==> config.mk <==
export PLATFORM = sky130hd
export DESIGN_NAME = csr_status
export DESIGN_NICKNAME = d
export VERILOG_FILES = /design/src/common/csr_pkg.sv /design/src/hw/csr_status.sv /design/src/hw/csr_sync.sv
export SDC_FILE = /design/constraint.sdc
export NUM_CORES = 1
export LEC_CHECK = 0
export BUFFER_PORTS_ARGS = -buffer_cell sky130_fd_sc_hd__buf_2
export CORE_AREA = 4 4 76 78
export DETAILED_ROUTE_END_ITERATION = 10
export DIE_AREA = 0 0 80 82
export PLACE_DENSITY = 0.75
export SLEW_MARGIN = 20
export SYNTH_ARGS = -nofsm -noshare
export SYNTH_HDL_FRONTEND = slang
export SYNTH_SLANG_ARGS = --single-unit
==> constraint.sdc <==
create_clock -name clk_sys -period 1.8 [get_ports clk_sys]
set_clock_uncertainty 0.15 [all_clocks]
set_input_delay 0.27 -clock clk_sys [delete_from_list [all_inputs] [get_ports clk_sys]]
set_output_delay 0.27 -clock clk_sys [all_outputs]
set_load 0.02 [all_outputs]
==> src/common/csr_pkg.sv <==
`default_nettype none
package csr_pkg;
   // ==========================================================
   // Register map
   localparam logic [7:0] CSR_ADDR_LO = 8'h20;
   localparam logic [7:0] CSR_ADDR_HI = 8'h21;
   localparam logic [7:0] CSR_ADDR_CTRL = 8'h32;
   localparam logic [15:0] CSR_RESET = 16'h0000;
   localparam logic [7:0] CSR_BYTE_ZERO = 8'h00;
   // Upper byte fields
   localparam int CSR_B_INPUT = 7;
   localparam int CSR_B_ICO = 6;
   localparam int CSR_B_ASSIST = 5;
   localparam int CSR_B_VLIM = 4;
   localparam int CSR_B_CURRENT_LIMIT_PIN_FUNCTION = 3;
   localparam int CSR_B_FAST = 2;
   localparam int CSR_B_REV = 0;
   // Lower byte fields
   localparam int CSR_F_ADP_OV = 7;
   localparam int CSR_F_BAT_OC = 6;
   localparam int CSR_F_ADP_OC = 5;
   localparam int CSR_F_SYS_OV = 4;
   localparam int CSR_F_SYS_UV = 3;
   localparam int CSR_F_CONV_OFF = 2;
   localparam int CSR_F_REV_OV = 1;
   localparam int CSR_F_REV_UV = 0;
   // Control bit that vetoes assist mode
   localparam int CSR_CTRL_ASSIST_DIS = 5;
   // Failed restarts before the system undervoltage fault latches
   localparam int CSR_UV_TRIES = 7;

   typedef struct packed {
      logic input_present;
      logic optimizer_done;
      logic vlim_regulating;
      logic current_limit_pin_function_regulating;
      logic fast_charge;
      logic reverse_output;
   } csr_state_t;

   typedef struct packed {
      logic adapter_overvoltage;
      logic battery_overcurrent;
      logic adapter_overcurrent;
      logic system_overvoltage;
      logic restart_failed;
      logic converter_forced_off;
      logic reverse_output_overvoltage_fault;
      logic reverse_output_undervoltage_fault;
   } csr_fault_t;

   typedef struct packed {
      logic vlim_loop_en;
      logic current_limit_pin_function_loop_en;
      logic critical_current_detect_en;
      logic current_limit_pin_function_en;
      logic adapter_ok_throttle_source_en;
      logic system_voltage_throttle_source_en;
   } csr_loops_t;
endpackage : csr_pkg
`default_nettype wire

==> src/hw/csr_status.sv <==
`default_nettype none
// Notes on behaviour
// - Status is 16 bits over two byte addresses, all zero after reset.
// - Input present bit follows the bus voltage in-range indication.
// - Power good never asserts unless input is present.
// - Power good drops on forced-off, adapter overcurrent, thermal, system faults or battery overvoltage.
// - Optimizer done bit set once the optimizer routine completes.
// - Assist mode entry follows the host command when no fault is present, ignoring throttle.
// - Assist mode leaves on host command or on any fault.
// - On assist exit, set exit flag and hold throttle low until host clears.
// - Assist requested by pin high with control bit 5 low.
// - Assist entry disables limit loops, critical detect, limit pin; swaps throttle source.
// - Assist exit re-enables limit loops, critical detect and limit pin.
// - Voltage limit bit shows forward limiting or reverse voltage regulation.
// - Current limit bit is one while forward input current limiting.
// - Fast charge bit follows fast charge state.
// - Reverse output bit follows reverse output mode.
// - Read-only fault flags latch on trigger and clear on host read.
// - System overvoltage latches, keeps converter off, cleared by writing zero or unplug.
// - Undervoltage fault set after seven failed restarts, cleared by writing zero.
module csr_status (
   input wire logic clk_sys,
   input wire logic rst_n,
   // Register port from the serial slave
   input wire logic reg_wr,
   input wire logic reg_rd,
   input wire logic [7:0] reg_addr,
   input wire logic [7:0] reg_wdata,
   output logic [7:0] reg_rdata,
   // Analog status and fault levels
   input wire csr_pkg::csr_state_t state_in,
   input wire csr_pkg::csr_fault_t fault_in,
   input wire logic thermal_shutdown,
   input wire logic battery_overvoltage,
   input wire logic restart_failed_pulse,
   input wire logic reverse_assist_pin,
   input wire logic exit_flag_clear,
   output logic power_good_flag,
   output logic converter_enable,
   output logic host_throttle_n,
   output logic assist_exit_flag,
   output csr_pkg::csr_loops_t loops
);
   // ==========================================================
   // Input synchronisation
   localparam int SW = $bits(csr_pkg::csr_state_t) + $bits(csr_pkg::csr_fault_t) + 4;
   logic [SW-1:0] sync_v;
   csr_pkg::csr_state_t st;
   csr_pkg::csr_fault_t ft;
   logic therm_s, batov_s, uvp_s, pin_s;

   csr_sync #(.WIDTH(SW)) u_sync (
      .clk_sys(clk_sys),
      .rst_n(rst_n),
      .async_in({state_in, fault_in, thermal_shutdown, battery_overvoltage,
                 restart_failed_pulse, reverse_assist_pin}),
      .sync_out(sync_v)
   );
   assign {st, ft, therm_s, batov_s, uvp_s, pin_s} = sync_v;

   // ==========================================================
   // Register state
   logic [7:0] ctrl_q;
   logic [7:0] fault_q;
   logic [7:0] fault_d;
   logic assist_q, assist_d;
   logic exit_q, exit_d;
   logic uvp_prev_q;
   logic [2:0] uv_cnt_q, uv_cnt_d;
   csr_pkg::csr_loops_t loops_q, loops_d;
   logic [7:0] rdata_q;

   // ==========================================================
   // Decode
   wire sel_lo = reg_addr == csr_pkg::CSR_ADDR_LO;
   wire sel_hi = reg_addr == csr_pkg::CSR_ADDR_HI;
   wire sel_ctrl = reg_addr == csr_pkg::CSR_ADDR_CTRL;
   wire wr_lo = reg_wr && sel_lo;
   wire rd_lo = reg_rd && sel_lo;
   wire wr_ctrl = reg_wr && sel_ctrl;
   wire uvp_edge = uvp_s && !uvp_prev_q;
   wire uv_trip = uvp_edge && (uv_cnt_q == 3'(csr_pkg::CSR_UV_TRIES - 1));
   wire any_fault = |ft || therm_s || batov_s || |fault_q;
   wire assist_req = pin_s && !ctrl_q[csr_pkg::CSR_CTRL_ASSIST_DIS];

   // Fault latches: set wins over clear, so a trigger is never lost to a read
   logic [7:0] fault_set;
   always_comb begin
      fault_set = csr_pkg::CSR_BYTE_ZERO;
      fault_set[csr_pkg::CSR_F_ADP_OV] = ft.adapter_overvoltage;
      fault_set[csr_pkg::CSR_F_BAT_OC] = ft.battery_overcurrent;
      fault_set[csr_pkg::CSR_F_ADP_OC] = ft.adapter_overcurrent;
      fault_set[csr_pkg::CSR_F_SYS_OV] = ft.system_overvoltage;
      fault_set[csr_pkg::CSR_F_SYS_UV] = uv_trip;
      fault_set[csr_pkg::CSR_F_CONV_OFF] = ft.converter_forced_off;
      fault_set[csr_pkg::CSR_F_REV_OV] = ft.reverse_output_overvoltage_fault;
      fault_set[csr_pkg::CSR_F_REV_UV] = ft.reverse_output_undervoltage_fault;
   end
   // The two writable bits survive a read; every other flag clears on it
   wire [7:0] wr_mask = (8'h01 << csr_pkg::CSR_F_SYS_OV) | (8'h01 << csr_pkg::CSR_F_SYS_UV);
   wire [7:0] rd_clr_mask = ~wr_mask;

   always_comb begin
      fault_d = fault_q;
      if (rd_lo) begin
         fault_d = fault_q & ~rd_clr_mask;
      end
      if (wr_lo) begin
         // Only the two writable bits react; writing zero clears them
         fault_d = fault_d & (reg_wdata | ~wr_mask);
      end
      if (!st.input_present) begin
         fault_d[csr_pkg::CSR_F_SYS_OV] = 1'b0;
      end
      fault_d = fault_d | fault_set;
   end

   always_comb begin
      uv_cnt_d = uv_cnt_q;
      if (wr_lo && !reg_wdata[csr_pkg::CSR_F_SYS_UV]) begin
         uv_cnt_d = '0;
      end else if (uvp_edge) begin
         uv_cnt_d = uv_trip ? '0 : uv_cnt_q + 3'h1;
      end
   end

   // Assist mode: entry on command with no fault, exit on command or fault
   always_comb begin
      assist_d = assist_q;
      exit_d = exit_q;
      if (exit_flag_clear) begin
         exit_d = 1'b0;
      end
      if (assist_q && (!assist_req || any_fault)) begin
         assist_d = 1'b0;
         exit_d = 1'b1;
      end else if (!assist_q && assist_req && !any_fault) begin
         assist_d = 1'b1;
      end
   end

   always_comb begin
      loops_d = loops_q;
      if (assist_d && !assist_q) begin
         loops_d = '{vlim_loop_en: 1'b0, current_limit_pin_function_loop_en: 1'b0,
            critical_current_detect_en: 1'b0, current_limit_pin_function_en: 1'b0,
            adapter_ok_throttle_source_en: 1'b0,
            system_voltage_throttle_source_en: 1'b1};
      end else if (!assist_d && assist_q) begin
         loops_d.vlim_loop_en = 1'b1;
         loops_d.current_limit_pin_function_loop_en = 1'b1;
         loops_d.critical_current_detect_en = 1'b1;
         loops_d.current_limit_pin_function_en = 1'b1;
      end
   end

   // ==========================================================
   // Read data
   // Reserved bit 1 keeps the zero default
   logic [7:0] hi_byte;
   always_comb begin
      hi_byte = csr_pkg::CSR_BYTE_ZERO;
      hi_byte[csr_pkg::CSR_B_INPUT] = st.input_present;
      hi_byte[csr_pkg::CSR_B_ICO] = st.optimizer_done;
      hi_byte[csr_pkg::CSR_B_ASSIST] = assist_q;
      hi_byte[csr_pkg::CSR_B_VLIM] = st.vlim_regulating;
      hi_byte[csr_pkg::CSR_B_CURRENT_LIMIT_PIN_FUNCTION] = st.current_limit_pin_function_regulating;
      hi_byte[csr_pkg::CSR_B_FAST] = st.fast_charge;
      hi_byte[csr_pkg::CSR_B_REV] = st.reverse_output;
   end
   wire [7:0] rd_mux = sel_hi ? hi_byte :
                       sel_lo ? fault_q :
                       sel_ctrl ? ctrl_q : csr_pkg::CSR_BYTE_ZERO;

   always_ff @(posedge clk_sys or negedge rst_n) begin
      if (!rst_n) begin
         ctrl_q <= csr_pkg::CSR_BYTE_ZERO;
      end else if (wr_ctrl) begin
         ctrl_q <= reg_wdata;
      end
   end

   // Fault latches and the failed restart counter
   always_ff @(posedge clk_sys or negedge rst_n) begin
      if (!rst_n) begin
         fault_q <= csr_pkg::CSR_RESET[7:0];
         uvp_prev_q <= 1'b0;
         uv_cnt_q <= '0;
      end else begin
         fault_q <= fault_d;
         uvp_prev_q <= uvp_s;
         uv_cnt_q <= uv_cnt_d;
      end
   end

   always_ff @(posedge clk_sys or negedge rst_n) begin
      if (!rst_n) begin
         assist_q <= 1'b0;
         exit_q <= 1'b0;
      end else begin
         assist_q <= assist_d;
         exit_q <= exit_d;
      end
   end

   // Loop enables start as in normal charging, outside assist mode
   always_ff @(posedge clk_sys or negedge rst_n) begin
      if (!rst_n) begin
         loops_q <= '{default: 1'b1, adapter_ok_throttle_source_en: 1'b1,
            system_voltage_throttle_source_en: 1'b0};
      end else begin
         loops_q <= loops_d;
      end
   end

   // Registered read data, so the slave sees a byte that holds for the whole cycle
   always_ff @(posedge clk_sys or negedge rst_n) begin
      if (!rst_n) begin
         rdata_q <= csr_pkg::CSR_BYTE_ZERO;
      end else begin
         rdata_q <= rd_mux;
      end
   end

   // ==========================================================
   // Outputs
   // Power good needs input present and no blocking fault
   assign power_good_flag = st.input_present && !ft.converter_forced_off
      && !ft.adapter_overcurrent && !therm_s && !fault_q[csr_pkg::CSR_F_SYS_OV]
      && !fault_q[csr_pkg::CSR_F_SYS_UV] && !batov_s;
   assign converter_enable = !fault_q[csr_pkg::CSR_F_SYS_OV];
   assign host_throttle_n = !exit_q;
   assign assist_exit_flag = exit_q;
   assign loops = loops_q;
   assign reg_rdata = rdata_q;
endmodule : csr_status
`default_nettype wire

==> src/hw/csr_sync.sv <==
`default_nettype none
// Two-flop synchroniser for a bundle of asynchronous levels
module csr_sync #(
   parameter int WIDTH = 1
) (
   input wire logic clk_sys,
   input wire logic rst_n,
   input wire logic [WIDTH-1:0] async_in,
   output logic [WIDTH-1:0] sync_out
);
   logic [WIDTH-1:0] meta_q;
   logic [WIDTH-1:0] sync_q;

   always_ff @(posedge clk_sys or negedge rst_n) begin
      if (!rst_n) begin
         meta_q <= '0;
         sync_q <= '0;
      end else begin
         meta_q <= async_in;
         sync_q <= meta_q;
      end
   end

   assign sync_out = sync_q;
endmodule : csr_sync
`default_nettype wire
==> run metrics <==
run status=finished with violations; violations in the final reports=setup timing; initial standard-cell utilization of the core=45.5%; Syn Area/Cell=~15 um2; most common cell after layout, fill and taps aside=sky130_fd_sc_hd__dfrtp_1; remaining global-route overflow=0; number of instances in the synthesized netlist=150; Cell Area, Synth=0.00231 mm2; Die Span X=about 80 um; proportion of synthesized chip area in sequential cells=roughly 75%; CTS tree=done; floorplan die area=0.00656 mm2; Fillers=407; number of port buffers=56; post-synth top area share=72.6%; yosys warns=0; synthesized flop and latch total=between 60 and 70; wirelength, routed=4370 um; unrepaired setup endpoints after global routing=yes; Cell variety after synth=34; leading register cell type out of synthesis=sky130_fd_sc_hd__dfrtp_1; buffer cell driving the clock tree root=sky130_fd_sc_hd__clkbuf_8; vias after detailed routing=1496; number of antenna violations at the first check in global routing=0; arrival time at the worst endpoint=1.66 ns; maximum number of pins on one net before global-route repair=70; number of clock buffers inserted by TritonCTS=9; R2R depth=6; leading cell types in the layout, fill and taps excluded=67 x sky130_fd_sc_hd__dfrtp_1, 55 x sky130_fd_sc_hd__buf_2, 20 x sky130_fd_sc_hd__dlygate4sd3_1; via count of the first global-routing pass=1488; Yosys top cell by area=sky130_fd_sc_hd__dfrtp_1; Post-layout nets=a little under 300; Worst Tran Pin Value=between 0.3 and 0.4 ns; Worst setup EP type=output port; number of vias per cell after detailed routing=approximately 4.6; number of inserted diodes=0; minimum clock period after layout=2.08 ns; post-route fraction of the period consumed by the critical path=116%; Max Fanout on Critical Path=2; worst vdd rail ir drop=0.588 mV; Final Max Tran Viols=0; share of synthesized registers carrying an async set or reset=100%; leakage power=1.60 nW; Post-Syn Nets=191; Worst Path Class, Setup=reg2out; post-DR wirelength/cell=13.4 um; fmax=0.481 GHz; cells taking the most area after synthesis=sky130_fd_sc_hd__dfrtp_1 73%, sky130_fd_sc_hd__mux2_2 3.9%, sky130_fd_sc_hd__dfstp_2 2.3%, sky130_fd_sc_hd__a21o_1 1.9%, sky130_fd_sc_hd__nand2_1 1.8%; Final Hold Violating Endpoints=0; signed area change from the synthesized netlist to the final layout=39.1%; startpoint type of the worst setup path=flip-flop; Pwr Density=932 mW/mm2; CTS H-tree depth=3; clock latency at the later pin of the worst-skew pair=between 0.3 and 0.4 ns; final core utilization=63.3%; estimated wirelength of the detail-placed design=2960 um; y dimension of the die=roughly 82 um; global-route usage over all layers=14.8%; initial DRC count=105; placer congestion estimate=0.756; setup TNS after final layout=-0.495 ns; global-route wire length before repair=just over 7000 um; final critical-path setup slack=-0.280 ns; post-CTS clock slew at the launch and capture registers of the worst setup and hold paths=0.07 ns; Remaining DRCs=0; remaining number of nets flagged by the antenna check after routing=0; Max-Slew Margin vs Limit=between 70% and 80%; area inside the core boundary=approximately 0.0051 mm2; top-level I/O count=57; Setup violations, final=5; Rows=26; count of flip-flops with a built-in enable after synthesis=0; path category of the worst min-delay check=in2reg; Worst EP required=between 1 and 1.5 ns; share of final-layout standard cells stronger than drive strength 1=42.4%; number of buffers on the longest clock path=2; max_cap viols=0; first-pass iteration count of the detailed router=4; number of sinks driven by the clock tree=69; instance count along the most critical hold path=2
==> final cells by class <==
class                           count  area [um2]  area share (%)
Clock buffer                       13         159            4.94
Clock inverter                      3        20.0           0.623
Inverter                            9        33.8            1.05
Multi-Input combinational cell     69         551            17.1
Sequential cell                    69        1730            53.8
Tap cell                           70        87.6            2.72
Timing Repair Buffer               94         634            19.7
==> sequential cells by signal, indices dropped and copies added (netlist names) <==
name,flops
reg_rdata,8
uv_cnt_q,3
ctrl_q,8
assist_exit_flag,1
uvp_prev_q,1
u_sync.sync_out,18
fault_q,8
assist_q,1
u_sync.meta_q,18
loops,3
==> synthesized netlist by cell type (2+ instances only) <==
cell type                  count
sky130_fd_sc_hd__dfrtp_1      67
sky130_fd_sc_hd__nand2_1      11
sky130_fd_sc_hd__inv_1         9
sky130_fd_sc_hd__mux2_2        8
sky130_fd_sc_hd__a21o_1        6
sky130_fd_sc_hd__a22oi_1       4
sky130_fd_sc_hd__nor2_1        4
sky130_fd_sc_hd__a21oi_1       3
sky130_fd_sc_hd__a222oi_1      3
sky130_fd_sc_hd__buf_4         3
sky130_fd_sc_hd__or4_1         3
sky130_fd_sc_hd__dfstp_2       2
sky130_fd_sc_hd__ha_1          2
sky130_fd_sc_hd__nand2b_1      2
sky130_fd_sc_hd__nor3_1        2
sky130_fd_sc_hd__nor3b_1       2
sky130_fd_sc_hd__nor4b_1       2
==> cells by family after synthesis <==
logic type / synth area share [%]
multiplexers: 3.90
AO/OA/AOI/OAI: 7.47
AND/OR/NAND/NOR: 9.85
buffers and inverters: 2.44
adder cells (fa/ha/maj): 1.52
flip-flops: 74.8
==> per-layer routing <==
layer	wire length, um	GRT usage (%)	vias up
met5	0	0	-
met4	61	6.59	0
met3	266	4.82	7
met2	2210	23.0	47
met1	1840	19.2	716
li1	-	-	726
==> path summary, 6_finish.rpt <==
kind / start / slack [ns] / end
setup / recovery: u_sync.sync_out[6] / -0.28 / power_good_flag
hold / removal: reg_wdata[5] / 0.03 / ctrl_q[5]
setup reg to reg: u_sync.sync_out[6] / -0.08 / loops[1]
hold reg to reg: u_sync.meta_q[1] / 0.19 / u_sync.sync_out[1]
max in group asynchronous: rst_n / 0.85 / loops[1]
min in group asynchronous: rst_n / 0.33 / uv_cnt_q[1]
==> per-stage QoR <==
| stage | cell area (um2) | total power (W) | std cells | hold WS (ns) | setup slack, ns |
|---|---|---|---|---|---|
| floorplan | 2320 | 0.00178 | 150 | -0.176 | -0.152 |
| global placement | 2790 | 0.00189 | 288 | 0.162 | -0.137 |
| detailed placement | 2790 | 0.00189 | 288 | 0.166 | -0.166 |
| CTS | 3210 | 0.00304 | 327 | 0.0106 | -0.347 |
| global route | 3210 | 0.00314 | 327 | 0.0115 | -0.342 |
| finish | 3210 | 0.00299 | 327 | 0.0338 | -0.280 |
==> power breakdown <==
part / internal [W] / leakage (nW) / switching [W]
registers: 0.00163 / 0.826 / 0.0000441
logic: 0.000123 / 0.686 / 0.000102
clock network: 0.000574 / 0.0857 / 0.000520
==> worst max-delay path: stages (launching register included) <==
cell and delay [ns]:
sky130_fd_sc_hd__dfrtp_1 0.38, sky130_fd_sc_hd__or4_4 0.54, sky130_fd_sc_hd__nor3_4 0.14, sky130_fd_sc_hd__and2_4 0.16, sky130_fd_sc_hd__buf_6 0.11
==> what timing repair did <==
action,CTS,global route
endpoints found under the hold margin,86,0
buffers inserted,7,2
endpoints found under the setup margin,5,6
gates resized for setup,6,2
pin swaps,4,3
hold buffers,20,0
Note: power is estimated with default switching activity, not from simulation.
